**config.mk**
```make
export PLATFORM = sky130hd
export DESIGN_NAME = pwm_auto_reload_timer
export DESIGN_NICKNAME = d
export VERILOG_FILES = /design/src/art_pkg.sv /design/src/pwm_auto_reload_timer.sv
export SDC_FILE = /design/constraint.sdc
export NUM_CORES = 1
export LEC_CHECK = 0
export CAP_MARGIN = 5
export CORE_ASPECT_RATIO = 0.6
export CORE_UTILIZATION = 57
export DETAILED_ROUTE_END_ITERATION = 6
export DONT_BUFFER_PORTS = 1
export HOLD_SLACK_MARGIN = 0.12
export PLACE_DENSITY_LB_ADDON = 0.05
export REMOVE_ABC_BUFFERS = 1
export SYNTH_ARGS = -nofsm -noshare
export SYNTH_HDL_FRONTEND = slang
export SYNTH_SLANG_ARGS = --single-unit
```
**constraint.sdc**
```tcl
create_clock -name core_clk -period 10.5 [get_ports core_clk]
set_input_delay 0.525 -clock core_clk [delete_from_list [all_inputs] [get_ports core_clk]]
set_output_delay 0.525 -clock core_clk [all_outputs]
set_load 0.03 [all_outputs]
```
**src/art_pkg.sv**
```systemverilog
// package: register map, field positions and types for the auto-reload timer
package art_pkg;
  localparam int unsigned ADDR_W = 4;
  localparam int unsigned DATA_W = 32;
  // register word indices; byte address is four times the index
  localparam logic [ADDR_W-1:0] IDX_DUTY3   = 4'h0;
  localparam logic [ADDR_W-1:0] IDX_DUTY2   = 4'h1;
  localparam logic [ADDR_W-1:0] IDX_DUTY1   = 4'h2;
  localparam logic [ADDR_W-1:0] IDX_DUTY0   = 4'h3;
  localparam logic [ADDR_W-1:0] IDX_PWMCTL  = 4'h4;
  localparam logic [ADDR_W-1:0] IDX_CSR     = 4'h5;
  localparam logic [ADDR_W-1:0] IDX_CAR     = 4'h6;
  localparam logic [ADDR_W-1:0] IDX_ARR     = 4'h7;
  localparam logic [ADDR_W-1:0] IDX_CAPCSR  = 4'h8;
  localparam logic [ADDR_W-1:0] IDX_CAP1    = 4'h9;
  localparam logic [ADDR_W-1:0] IDX_CAP2    = 4'hA;
  // control/status fields
  localparam int unsigned CSR_SRC  = 7;
  localparam int unsigned CSR_PS_H = 6;
  localparam int unsigned CSR_PS_L = 4;
  localparam int unsigned CSR_RUN  = 3;
  localparam int unsigned CSR_FRL  = 2;
  localparam int unsigned CSR_OIE  = 1;
  localparam int unsigned CSR_OVF  = 0;
  // capture control fields
  localparam int unsigned CAP_ES_L  = 4;
  localparam int unsigned CAP_IE_L  = 2;
  localparam int unsigned CAP_FL_L  = 0;
  localparam int unsigned PWM_OE_L  = 4;
  localparam logic [7:0]  BYTE_ZERO = 8'h00;
  localparam logic [7:0]  CNT_MAX   = 8'hFF;
  localparam logic [6:0]  PRE_ZERO  = 7'h00;

  typedef struct packed {
    logic       src_ext;
    logic [2:0] prescale;
    logic       run;
    logic       overflow_irq_enable;
  } csr_s;

  typedef struct packed {
    logic [1:0] edge_rise;
    logic [1:0] irq_en;
  } capctl_s;
endpackage : art_pkg

```
**src/pwm_auto_reload_timer.sv**
```systemverilog
// pwm auto-reload timer with avalon-mm register slave
// Notes on behaviour
// - counter increments once per prescaler output tick while running
// - overflow reloads counter from reload value; prescaler untouched
// - prescaler divides input by two to the power prescale_select
// - clock_source_select bit 7 picks cpu clock (0) or external clock (1)
// - counter_run bit 3 clear freezes prescaler and counter
// - reset clears counter and prescaler and selects cpu clock
// - counter access read gives live count; write loads it, clears prescaler
// - force_reload bit 2 reads zero; writing one loads reload, clears prescaler
// - four compare shadows copy duty registers at each overflow
// - pwm_pin_enable bit per channel enables its push-pull pwm pin
// - overflow drives inverse of polarity level; compare match restores polarity level
// - all channels share period of 256 minus reload value counts
// - pwm generation halts while chip is in halt mode
// - overflow sets flag; interrupt asserted while flag and enable set
// - overflow flag at bit 0 cleared by reading control/status
// - external clock counts 256 minus reload events per overflow when prescale_select is 0
// - selected capture edge latches count, sets flag, may interrupt
// - capture register locked after capture until software reads it
// - capture interrupt stays high while flag and enable both set
// - capture edges act as external interrupts and wake from halt
// - polarity 0: high at or below compare, low above; 1 inverts
// - capture edge select 0 falling, 1 rising
//
// Our own choices: the register offsets and the Avalon-MM register port.
`timescale 1ns/100ps
`default_nettype none
module pwm_auto_reload_timer #(
  parameter int unsigned CH_N  = 4,
  parameter int unsigned CAP_N = 2
) (
  input  wire logic                        core_clk,
  input  wire logic                        reset,
  input  wire logic [art_pkg::ADDR_W-1:0]  avs_address,
  input  wire logic                        avs_read,
  input  wire logic                        avs_write,
  input  wire logic [art_pkg::DATA_W-1:0]  avs_writedata,
  input  wire logic [3:0]                  avs_byteenable,
  output logic      [art_pkg::DATA_W-1:0]  avs_readdata,
  output logic                             avs_waitrequest,
  input  wire logic                        external_event_clock,
  input  wire logic [CAP_N-1:0]            capture_pin,
  input  wire logic                        halt_mode,
  output logic      [CH_N-1:0]             pwm_out,
  output logic      [CH_N-1:0]             pwm_out_oe,
  output logic                             overflow_irq,
  output logic      [CAP_N-1:0]            capture_irq,
  output logic                             wake_request
);

  // ----------------------------------------------------------------
  // state
  // ----------------------------------------------------------------
  logic              ack_q;
  logic              wr_acc;
  logic              rd_acc;
  art_pkg::csr_s     csr_q;
  art_pkg::capctl_s  capctl_q;
  logic [7:0]        reload_q;
  logic [7:0]        pwm_ctl_q;
  logic [7:0]        duty_q [CH_N];
  logic [7:0]        shadow_q [CH_N];
  logic [7:0]        count_q;
  logic [6:0]        pre_q;
  logic              ovf_q;
  logic [CAP_N-1:0]  cap_flag_q;
  logic [7:0]        cap_val_q [CAP_N];
  logic [CH_N-1:0]   pwm_lvl_q;
  logic [7:0]        wbyte;

  // ----------------------------------------------------------------
  // register bus
  // ----------------------------------------------------------------
  // one wait state: answer on the edge after the request is seen.
  // ack_q drops on the edge that completes the transfer, so a request
  // held beyond it starts a fresh access and repeats a write
  always_ff @(posedge core_clk or posedge reset) begin
    if (reset) begin
      ack_q <= 1'b0;
    end else begin
      ack_q <= (avs_read || avs_write) && !ack_q;
    end
  end

  assign avs_waitrequest = !ack_q;

  // register data sits in byte lane 0; a write without it is ignored
  assign wr_acc = avs_write && ack_q && avs_byteenable[0];
  assign rd_acc = avs_read && ack_q;
  assign wbyte  = avs_writedata[7:0];

  // word select for the addressed register
  function automatic logic hit(input logic [art_pkg::ADDR_W-1:0] idx);
    hit = (avs_address == idx);
  endfunction : hit

  // duty words are laid out from channel 3 down to channel 0
  function automatic logic [art_pkg::ADDR_W-1:0] duty_idx(input int ch);
    duty_idx = art_pkg::IDX_DUTY0 - art_pkg::ADDR_W'(ch);
  endfunction : duty_idx

  // ----------------------------------------------------------------
  // software registers
  // ----------------------------------------------------------------
  always_ff @(posedge core_clk or posedge reset) begin
    if (reset) begin
      csr_q     <= '0;
      capctl_q  <= '0;
      reload_q  <= art_pkg::BYTE_ZERO;
      pwm_ctl_q <= art_pkg::BYTE_ZERO;
    end else if (wr_acc) begin
      if (hit(art_pkg::IDX_CSR)) begin
        // force_reload acts as a strobe and is not stored
        csr_q.src_ext  <= wbyte[art_pkg::CSR_SRC];
        csr_q.prescale <= wbyte[art_pkg::CSR_PS_H:art_pkg::CSR_PS_L];
        csr_q.run      <= wbyte[art_pkg::CSR_RUN];
        csr_q.overflow_irq_enable      <= wbyte[art_pkg::CSR_OIE];
      end
      if (hit(art_pkg::IDX_CAPCSR)) begin
        // capture flags are read-only; a write cannot set them
        capctl_q.edge_rise <= wbyte[art_pkg::CAP_ES_L +: CAP_N];
        capctl_q.irq_en    <= wbyte[art_pkg::CAP_IE_L +: CAP_N];
      end
      if (hit(art_pkg::IDX_ARR)) begin
        reload_q <= wbyte;
      end
      if (hit(art_pkg::IDX_PWMCTL)) begin
        pwm_ctl_q <= wbyte;
      end
    end
  end

  // ----------------------------------------------------------------
  // duty registers, software side of the compare shadows
  // ----------------------------------------------------------------
  for (genvar c = 0; c < CH_N; c++) begin : g_duty
    always_ff @(posedge core_clk or posedge reset) begin
      if (reset) begin
        duty_q[c] <= art_pkg::BYTE_ZERO;
      end else if (wr_acc && hit(duty_idx(c))) begin
        duty_q[c] <= wbyte;
      end
    end
  end

  // ----------------------------------------------------------------
  // input clock selection and prescaler
  // ----------------------------------------------------------------
  logic ext_q;
  logic ext_rise;
  logic in_tick;
  logic tick;
  logic [7:0] pre_ext;
  logic [7:0] pre_next;
  logic load_car;
  logic force_rl;
  logic ovf_evt;

  always_ff @(posedge core_clk or posedge reset) begin
    if (reset) begin
      ext_q <= 1'b0;
    end else begin
      ext_q <= external_event_clock;
    end
  end
  // ext_q resets low, the idle level of the event pin, so no count
  // is made up at reset; one event needs one core cycle at each level
  assign ext_rise = external_event_clock && !ext_q;

  // halt freezes the input side, which stops counter and pwm together
  assign in_tick  = csr_q.run && !halt_mode &&
                    (csr_q.src_ext ? ext_rise : 1'b1);
  assign pre_ext  = {1'b0, pre_q};
  assign pre_next = pre_ext + 8'h01;

  // tap n fires when bit n of the prescaler changes, one tick for every
  // two to the n input ticks; the top tap reads the carry out of bit 6
  always_comb begin
    tick = 1'b0;
    if (in_tick) begin
      if (csr_q.prescale == 3'h0) begin
        tick = 1'b1;
      end else begin
        tick = pre_next[csr_q.prescale] != pre_ext[csr_q.prescale];
      end
    end
  end

  // a counter write or forced reload takes the edge from a tick, and
  // masks the overflow so neither flag, shadow nor pwm high level is set on a software load
  assign load_car = wr_acc && hit(art_pkg::IDX_CAR);
  assign force_rl = wr_acc && hit(art_pkg::IDX_CSR) &&
                    wbyte[art_pkg::CSR_FRL];
  assign ovf_evt  = tick && (count_q == art_pkg::CNT_MAX) && !load_car &&
                    !force_rl;

  // ----------------------------------------------------------------
  // prescaler
  // ----------------------------------------------------------------
  always_ff @(posedge core_clk or posedge reset) begin
    if (reset) begin
      pre_q <= art_pkg::PRE_ZERO;
    end else if (load_car || force_rl) begin
      pre_q <= art_pkg::PRE_ZERO;
    end else if (in_tick) begin
      pre_q <= pre_next[6:0];
    end
  end

  // ----------------------------------------------------------------
  // counter
  // ----------------------------------------------------------------
  // software loads win over the overflow reload, which wins over a count
  always_ff @(posedge core_clk or posedge reset) begin
    if (reset) begin
      count_q <= art_pkg::BYTE_ZERO;
    end else if (load_car) begin
      count_q <= wbyte;
    end else if (force_rl) begin
      count_q <= reload_q;
    end else if (ovf_evt) begin
      count_q <= reload_q;
    end else if (tick) begin
      count_q <= count_q + 8'h01;
    end
  end

  // ----------------------------------------------------------------
  // pwm channels
  // ----------------------------------------------------------------
  for (genvar c = 0; c < CH_N; c++) begin : g_pwm
    // the shadow moves only at overflow, so a duty write never cuts
    // the running period short
    always_ff @(posedge core_clk or posedge reset) begin
      if (reset) begin
        shadow_q[c] <= art_pkg::BYTE_ZERO;
      end else if (ovf_evt) begin
        shadow_q[c] <= duty_q[c];
      end
    end

    // raw level: high at overflow, low once count passes compare
    always_ff @(posedge core_clk or posedge reset) begin
      if (reset) begin
        pwm_lvl_q[c] <= 1'b1;
      end else if (ovf_evt) begin
        pwm_lvl_q[c] <= 1'b1;
      end else if (tick && count_q == shadow_q[c]) begin
        pwm_lvl_q[c] <= 1'b0;
      end
    end

    // polarity acts after the flop, so a change shows at once;
    // a disabled channel drives low
    assign pwm_out[c]    = pwm_ctl_q[art_pkg::PWM_OE_L + c] &
                           (pwm_lvl_q[c] ^ pwm_ctl_q[c]);
    assign pwm_out_oe[c] = pwm_ctl_q[art_pkg::PWM_OE_L + c];
  end

  // ----------------------------------------------------------------
  // overflow flag
  // ----------------------------------------------------------------
  // an overflow meeting a status read leaves the flag set
  always_ff @(posedge core_clk or posedge reset) begin
    if (reset) begin
      ovf_q <= 1'b0;
    end else if (ovf_evt) begin
      ovf_q <= 1'b1;
    end else if (rd_acc && hit(art_pkg::IDX_CSR)) begin
      ovf_q <= 1'b0;
    end
  end
  assign overflow_irq = ovf_q && csr_q.overflow_irq_enable;

  // ----------------------------------------------------------------
  // input capture
  // ----------------------------------------------------------------
  // previous pin levels for edge detection; they reset low and rising
  // capture is off after reset, so a pin high at reset gives no edge
  logic [CAP_N-1:0] cap_pin_q;
  always_ff @(posedge core_clk or posedge reset) begin
    if (reset) begin
      cap_pin_q <= '0;
    end else begin
      cap_pin_q <= capture_pin;
    end
  end

  for (genvar k = 0; k < CAP_N; k++) begin : g_cap
    logic cap_edge;
    logic cap_rd;
    assign cap_edge = capctl_q.edge_rise[k] ?
                      (capture_pin[k] && !cap_pin_q[k]) :
                      (!capture_pin[k] && cap_pin_q[k]);
    // a read clears the flag; an edge on the same cycle as the read is
    // lost, since the register is still locked then
    assign cap_rd = rd_acc &&
                    hit(art_pkg::IDX_CAP1 + art_pkg::ADDR_W'(k));
    always_ff @(posedge core_clk or posedge reset) begin
      if (reset) begin
        cap_val_q[k] <= art_pkg::BYTE_ZERO;
      end else if (cap_edge && !cap_flag_q[k]) begin
        cap_val_q[k] <= count_q;
      end
    end
    always_ff @(posedge core_clk or posedge reset) begin
      if (reset) begin
        cap_flag_q[k] <= 1'b0;
      end else if (cap_edge && !cap_flag_q[k]) begin
        cap_flag_q[k] <= 1'b1;
      end else if (cap_rd) begin
        cap_flag_q[k] <= 1'b0;
      end
    end
    assign capture_irq[k] = cap_flag_q[k] && capctl_q.irq_en[k];
  end

  // ----------------------------------------------------------------
  // wake request
  // ----------------------------------------------------------------
  assign wake_request = |capture_irq;

  // ----------------------------------------------------------------
  // read data
  // ----------------------------------------------------------------
  // reserved, write-only and unmapped bits all read as zero
  logic [7:0] rbyte;
  always_comb begin
    rbyte = art_pkg::BYTE_ZERO;
    for (int c = 0; c < CH_N; c++) begin
      if (hit(duty_idx(c))) begin
        rbyte = duty_q[c];
      end
    end
    if (hit(art_pkg::IDX_PWMCTL)) begin
      rbyte = pwm_ctl_q;
    end
    if (hit(art_pkg::IDX_CSR)) begin
      rbyte = {csr_q.src_ext, csr_q.prescale, csr_q.run, 1'b0,
               csr_q.overflow_irq_enable, ovf_q};
    end
    if (hit(art_pkg::IDX_CAR)) begin
      rbyte = count_q;
    end
    if (hit(art_pkg::IDX_ARR)) begin
      rbyte = reload_q;
    end
    if (hit(art_pkg::IDX_CAPCSR)) begin
      rbyte = {2'b00, capctl_q.edge_rise, capctl_q.irq_en, cap_flag_q};
    end
    for (int k = 0; k < CAP_N; k++) begin
      if (hit(art_pkg::IDX_CAP1 + art_pkg::ADDR_W'(k))) begin
        rbyte = cap_val_q[k];
      end
    end
  end

  // ----------------------------------------------------------------
  // read data register
  // ----------------------------------------------------------------
  // taken on the request edge, it stands through the answer cycle
  always_ff @(posedge core_clk or posedge reset) begin
    if (reset) begin
      avs_readdata <= '0;
    end else if (avs_read && !ack_q) begin
      avs_readdata <= {24'h00_0000, rbyte};
    end
  end

endmodule : pwm_auto_reload_timer
`default_nettype wire

```
* After elaboration in Yosys (flattened, before gate mapping) *
Index checks and enable logic that the tools add are counted.
Widths: inputs -> output; s select.

operators by class
  $add $sub $neg = 2
  $lt $le $gt $ge = 1
  equality and inequality tests = 16
  mux-type cells = 40
  bitwise gates (word level) = 8
  reductions and logical operators = 63

operator list
  kind                 number
  $mux 8               15
  $logic_and 1x1->1    34
  $eq 8x8->1           4
  $mux 1               21
  $eq 4x3->1 const B   4
  $reduce_bool 2->1    8
  $mux 7               2
  $eq 4x4->1 const B   3
  $logic_not 1->1      11
  $add 7x1->8 const B  1
  $add 8x1->8 const B  1
  $eq 4x2->1 const B   2
  $eq 8x8->1 const B   1
  $reduce_and 2->1     4
  $bmux 1 s3           2
  $and 1x1->1          4
  $eq 4x1->1 const B   1
  $logic_not 4->1      1
  $lt 3x4->1 const B   1
  $reduce_bool 4->1    1
  $xor 1x1->1          4
  $logic_not 3->1      1
  $logic_or 1x1->1     2
  $reduce_or 2->1      1
  $ne 1x1->1           1

word-level totals
  bits in registers = 140
  output and inout port bits = 45
  word-level logic and storage cells = 161

* Longest topological paths before layout *
  depth after elaboration = 12
  mapped depth = 13

* Worst setup path before layout *
Ideal clock, no wire load.

  path type = flip-flop to flip-flop
  start point = reg pre_q[0]
  end point = reg shadow_q[0] in the netlist's numbering
  setup time = 125 ps
  arrival = 2801 ps
  required time = 10375 ps
  setup slack = 7574 ps
  cell stages (with the launch flop) = 14
  cells stage by stage = dfrtp_1 -> ha_1 -> buf_4 -> a311oi_1 -> a41o_2 -> a31o_1 -> o211a_1 -> o22ai_2 -> or2_1 -> buf_6 -> or3_4 -> buf_6 -> buf_12 -> mux2_4

between the ends
  cells in the longest elaborated chain, start to end = 9
  elaborated cells between the ends (all ways) = 11
  classes of those cells = add/sub: 1; eq/ne: 1; mux: 6; reduce/logical: 3

RTL lines
  what                                RTL line                      source
  from (decl)                         pwm_auto_reload_timer.sv:65   logic [6:0] pre_q;
  from (signal assigned)              pwm_auto_reload_timer.sv:203  pre_q <= art_pkg::PRE_ZERO;
  from (signal assigned)              pwm_auto_reload_timer.sv:205  pre_q <= art_pkg::PRE_ZERO;
  from (signal assigned)              pwm_auto_reload_timer.sv:207  pre_q <= pre_next[6:0];
  $add 7x1->8                         pwm_auto_reload_timer.sv:175  assign pre_next = pre_ext + 8'h01;
  $bmux 1 s3                          pwm_auto_reload_timer.sv:185  tick = pre_next[csr_q.prescale] != pre_ext[csr_q.prescale];
  $mux 1 (not written as such)        pwm_auto_reload_timer.sv:185
  $ne 1x1->1 (*)                      pwm_auto_reload_timer.sv:185
  $mux 1 (*)                          pwm_auto_reload_timer.sv:182  if (csr_q.prescale == 3'h0) begin
  $mux 1 (*)                          pwm_auto_reload_timer.sv:181  if (in_tick) begin
  $logic_and 1x1->1 (*) (3 in a row)  pwm_auto_reload_timer.sv:195  assign ovf_evt = tick && (count_q == art_pkg::CNT_MAX) && !load_car &&
  to (signal, indexed assignment)     pwm_auto_reload_timer.sv:237  shadow_q[c] <= art_pkg::BYTE_ZERO;
  to (signal, indexed assignment)     pwm_auto_reload_timer.sv:239  shadow_q[c] <= duty_q[c];
  to (decl)                           pwm_auto_reload_timer.sv:63   logic [7:0] shadow_q [CH_N];

Mark *: on every way between the ends. The rest lies on a longest branch, timed or not. The select of a mux whose other input is x is not followed.
A chain may end at the register's enable or synchronous reset.

* Final worst setup path *
  start point = reg pre_q[0]
  end point = reg shadow_q[8] in the netlist's numbering

The elaborated chain is that of the path after synthesis.

==> impl_metrics.env <==
export IMPL_rr_worst_depth=9
export IMPL_hp_class="in2reg"
export IMPL_fin_ws_ps=7280
export IMPL_ctsLongestPathBuffers=2
export IMPL_stdcell_count=805
export IMPL_endpoint_kind="flop"
export IMPL_dp_cells=769
export IMPL_avgRoutedWirePerCell_um=22.3
export IMPL_ys_flop_type="dfrtp_1"
export IMPL_clock_fmax_mhz=311
export IMPL_routed_via_density=6.19
export IMPL_regToRegEndpoint="shadow_q[8]$_DFFE_PP0P_"
export IMPL_yosysMostFrequentCell="dfrtp_1"
export IMPL_first_global_vias=4968
export IMPL_relSlewSlack_pct=32.7
export IMPL_port_buffers=0
export IMPL_post_cts_setup_buffer_count=0
export IMPL_drtIter0Drc=373
export IMPL_post_dp_cell_area_sq_mm=0.00722
export IMPL_r2r_setup_slack_ps=7280
export IMPL_dpl_hpwl_um=12300
export IMPL_antennaDiodeCount=0
export IMPL_ir_worst_vdd_uv=133
export IMPL_ys_seq_area_share_pct=47.9
export IMPL_grtUsageTotal_pct=29.2
export IMPL_worst_pin_slew_ps=1010
export IMPL_pin_count=93
export IMPL_synth_area_leaders="dfrtp_1 (46%), mux2_2 (15%), xnor2_1 (4.3%)"
export IMPL_min_period_ps=3220
export IMPL_ctsHtreeMaxLevel=4
export IMPL_synth_top_area_share_pct=46.5
export IMPL_antenna_found_initial=1
export IMPL_syn_avg_cell_area_sq_um=11.3
export IMPL_maxSlewViolCount=0
export IMPL_die_h_um=89.8
export IMPL_finalWirelength_um=17900
export IMPL_setup_tns_ps=0
export IMPL_finClkSkew_ps=7.65
export IMPL_synthCells=646
export IMPL_cts_num_sinks=140
export IMPL_ys_top_cells_by_count="dfrtp_1 (136), mux2_2 (95), nand2_1 (52), nor2_1 (36), xnor2_1 (36)"
export IMPL_drv_cap=0
export IMPL_place_ws_ps=7340
export IMPL_overflow=0
export IMPL_cellPowerDensity_mw_per_mm2=205
export IMPL_first_pass_iters=5
export IMPL_fp_row_count=31
export IMPL_core_area_sq_mm=0.0123
export IMPL_min_from="avs_read"
export IMPL_worstPathArrival_ps=3530
export IMPL_path_clk_slew_ps=60
export IMPL_period_share_pct=30.7
export IMPL_ys_types=71
export IMPL_cts_root_buf="clkbuf_16"
export IMPL_drc=0
export IMPL_grt_pass1_wl_um=28700
export IMPL_cts_tree="built"
export IMPL_finalNetCount=677
export IMPL_dieArea_sq_mm=0.0133
export IMPL_status="complete, no violations"
export IMPL_num_vias=4980
export IMPL_netlist_area_sq_mm=0.00732
export IMPL_cp_start_kind="flop"
export IMPL_timing_rr_start="pre_q[0]$_DFFE_PP0P_"
export IMPL_start_util_pct=59.5
export IMPL_syn2layout_area_growth_pct=7.45
export IMPL_finalSetupViolations=0
export IMPL_yosys_warnings=0
export IMPL_place_congestion=0.890
export IMPL_whs_path_depth=2
export IMPL_synth_top_area_cell="dfrtp_1"
export IMPL_ys_ff_latch=140
export IMPL_synth_edff_count=0
export IMPL_grt_max_degree=80
export IMPL_finalInstanceArea_sq_mm=0.00787
export IMPL_hold_violations=0
export IMPL_numCtsBuffers=17
export IMPL_hold_path_endpoint="ack_q$_DFF_PP0_"
export IMPL_drive_gt1_share_pct=25.2
export IMPL_path_class="reg2reg"
export IMPL_ys_async_sr_fraction_pct=100
export IMPL_drtAntennaViolNets=0
export IMPL_die_w_um=148
export IMPL_worstPathRequired_ps=10810
export IMPL_clk_latency_ps=420
export IMPL_hold_worst_slack_ps=231
export IMPL_rsz0062_at_grt="no"
export IMPL_crit_path_max_fanout=16
export IMPL_p_leak_nw=3.58
-- placed cells by master, fill, tap and decap left out, types with 4 or more instances in the layout --
| master | synthesis | layout |
|---|---|---|
| o221ai_1 | 4 | 4 |
| mux2_4 | 5 | 5 |
| nand3_1 | 10 | 10 |
| dlygate4sd3_1 | 0 | 4 |
| dfstp_2 | 4 | 4 |
| a22oi_1 | 4 | 4 |
| and2_1 | 11 | 11 |
| o22ai_1 | 6 | 6 |
| xnor2_1 | 36 | 36 |
| nor2b_1 | 4 | 4 |
| mux2i_1 | 6 | 6 |
| o21ai_0 | 34 | 34 |
| inv_1 | 12 | 11 |
| clkbuf_16 | 0 | 17 |
| and3_1 | 8 | 8 |
| nand4_1 | 13 | 13 |
| inv_6 | 0 | 6 |
| xor2_1 | 10 | 10 |
| a21oi_1 | 13 | 13 |
| o31ai_1 | 6 | 6 |
| nand2_1 | 52 | 52 |
| dfrtp_1 | 136 | 136 |
| mux4_2 | 9 | 9 |
| conb_1 | 1 | 24 |
| mux2_2 | 95 | 95 |
| nand2b_1 | 4 | 4 |
| nor2_1 | 36 | 36 |
-- metal layers --
layer | GRT usage, % | vias up | part of all wire [%]
li1 | - | 2226 | -
met2 | 42.4 | 206 | 45
met1 | 42.1 | 2514 | 46
met4 | 10.1 | 0 | 1.9
met5 | 0 | - | 0
met3 | 8.12 | 34 | 7.4
-- stage by stage --
stage / util [%] / total power [mW]
after floorplan: - / 0.916
after detailed placement: 58.7 / 0.998
after CTS: 63.7 / 1.61
final: 64.0 / 1.61
after global placement: 58.7 / 0.988
after global routing: 64.0 / 1.68
-- flip-flops by register name, indices dropped and copies added (netlist names) --
register      flops
duty_q           32
shadow_q         32
cap_val_q        16
avs_readdata      8
count_q           8
pwm_ctl_q         8
reload_q          8
pre_q             7
csr_q             6
capctl_q          4
pwm_lvl_q         4
cap_flag_q        2
cap_pin_q         2
ack_q             1
ext_q             1
ovf_q             1
-- where the power goes --
part	internal (mW)	switching [mW]
Clock	0.359	0.257
Combinational	0.130	0.134
Sequential	0.613	0.118
-- critical path, cell delays in order (launching register included) --
cell and delay (ps):
dfrtp_1 470, ha_1 380, a311oi_1 140, a41o_2 250, a31o_1 210, o211a_1 220
o22ai_2 370, or2_1 340, or3_4 350, mux2_2 380
-- what timing repair did --
item,CTS,global route
hold buffers,1,3
resized for setup,0,0
endpoints found under the hold margin,61,3
-- kinds of logic (layout without fill, tap and decap cells) --
family,after synthesis,after routing,share of synthesized area [%]
adder cells (fa/ha/maj),2,2,0.342
XOR/XNOR,46,46,5.50
AO/OA/AOI/OAI,104,104,9.61
AND/OR/NAND/NOR,157,157,10.6
flip-flops,140,140,47.9
other,1,24,0.0512
multiplexers,116,116,19.6
buffers and inverters,80,51,6.41
-- area by class of cell --
class	count	area, sq um
clock buffer	17	425
timing repair buffer	7	62.6
multi-input combinational	449	3430
inverter	12	50.0
tap	165	206
fill	975	4430
clock inverter	15	179
sequential	140	3510
-- worst max path at each step --
stage                         startpoint                  endpoint  slack [ps]  cells past startpoint
floorplan                          reset           ack_q$_DFF_PP0_        6230                      1
global placement    pre_q[0]$_DFFE_PP0P_  shadow_q[10]$_DFFE_PP0P_        7410                      9
detailed placement  pre_q[0]$_DFFE_PP0P_   shadow_q[8]$_DFFE_PP0P_        7340                      9
CTS                 pre_q[0]$_DFFE_PP0P_   shadow_q[8]$_DFFE_PP0P_        7310                      9
global route        pre_q[0]$_DFFE_PP0P_   shadow_q[8]$_DFFE_PP0P_        7130                      9
finish              pre_q[0]$_DFFE_PP0P_   shadow_q[8]$_DFFE_PP0P_        7280                      9
(Power assumes the default switching activity.)
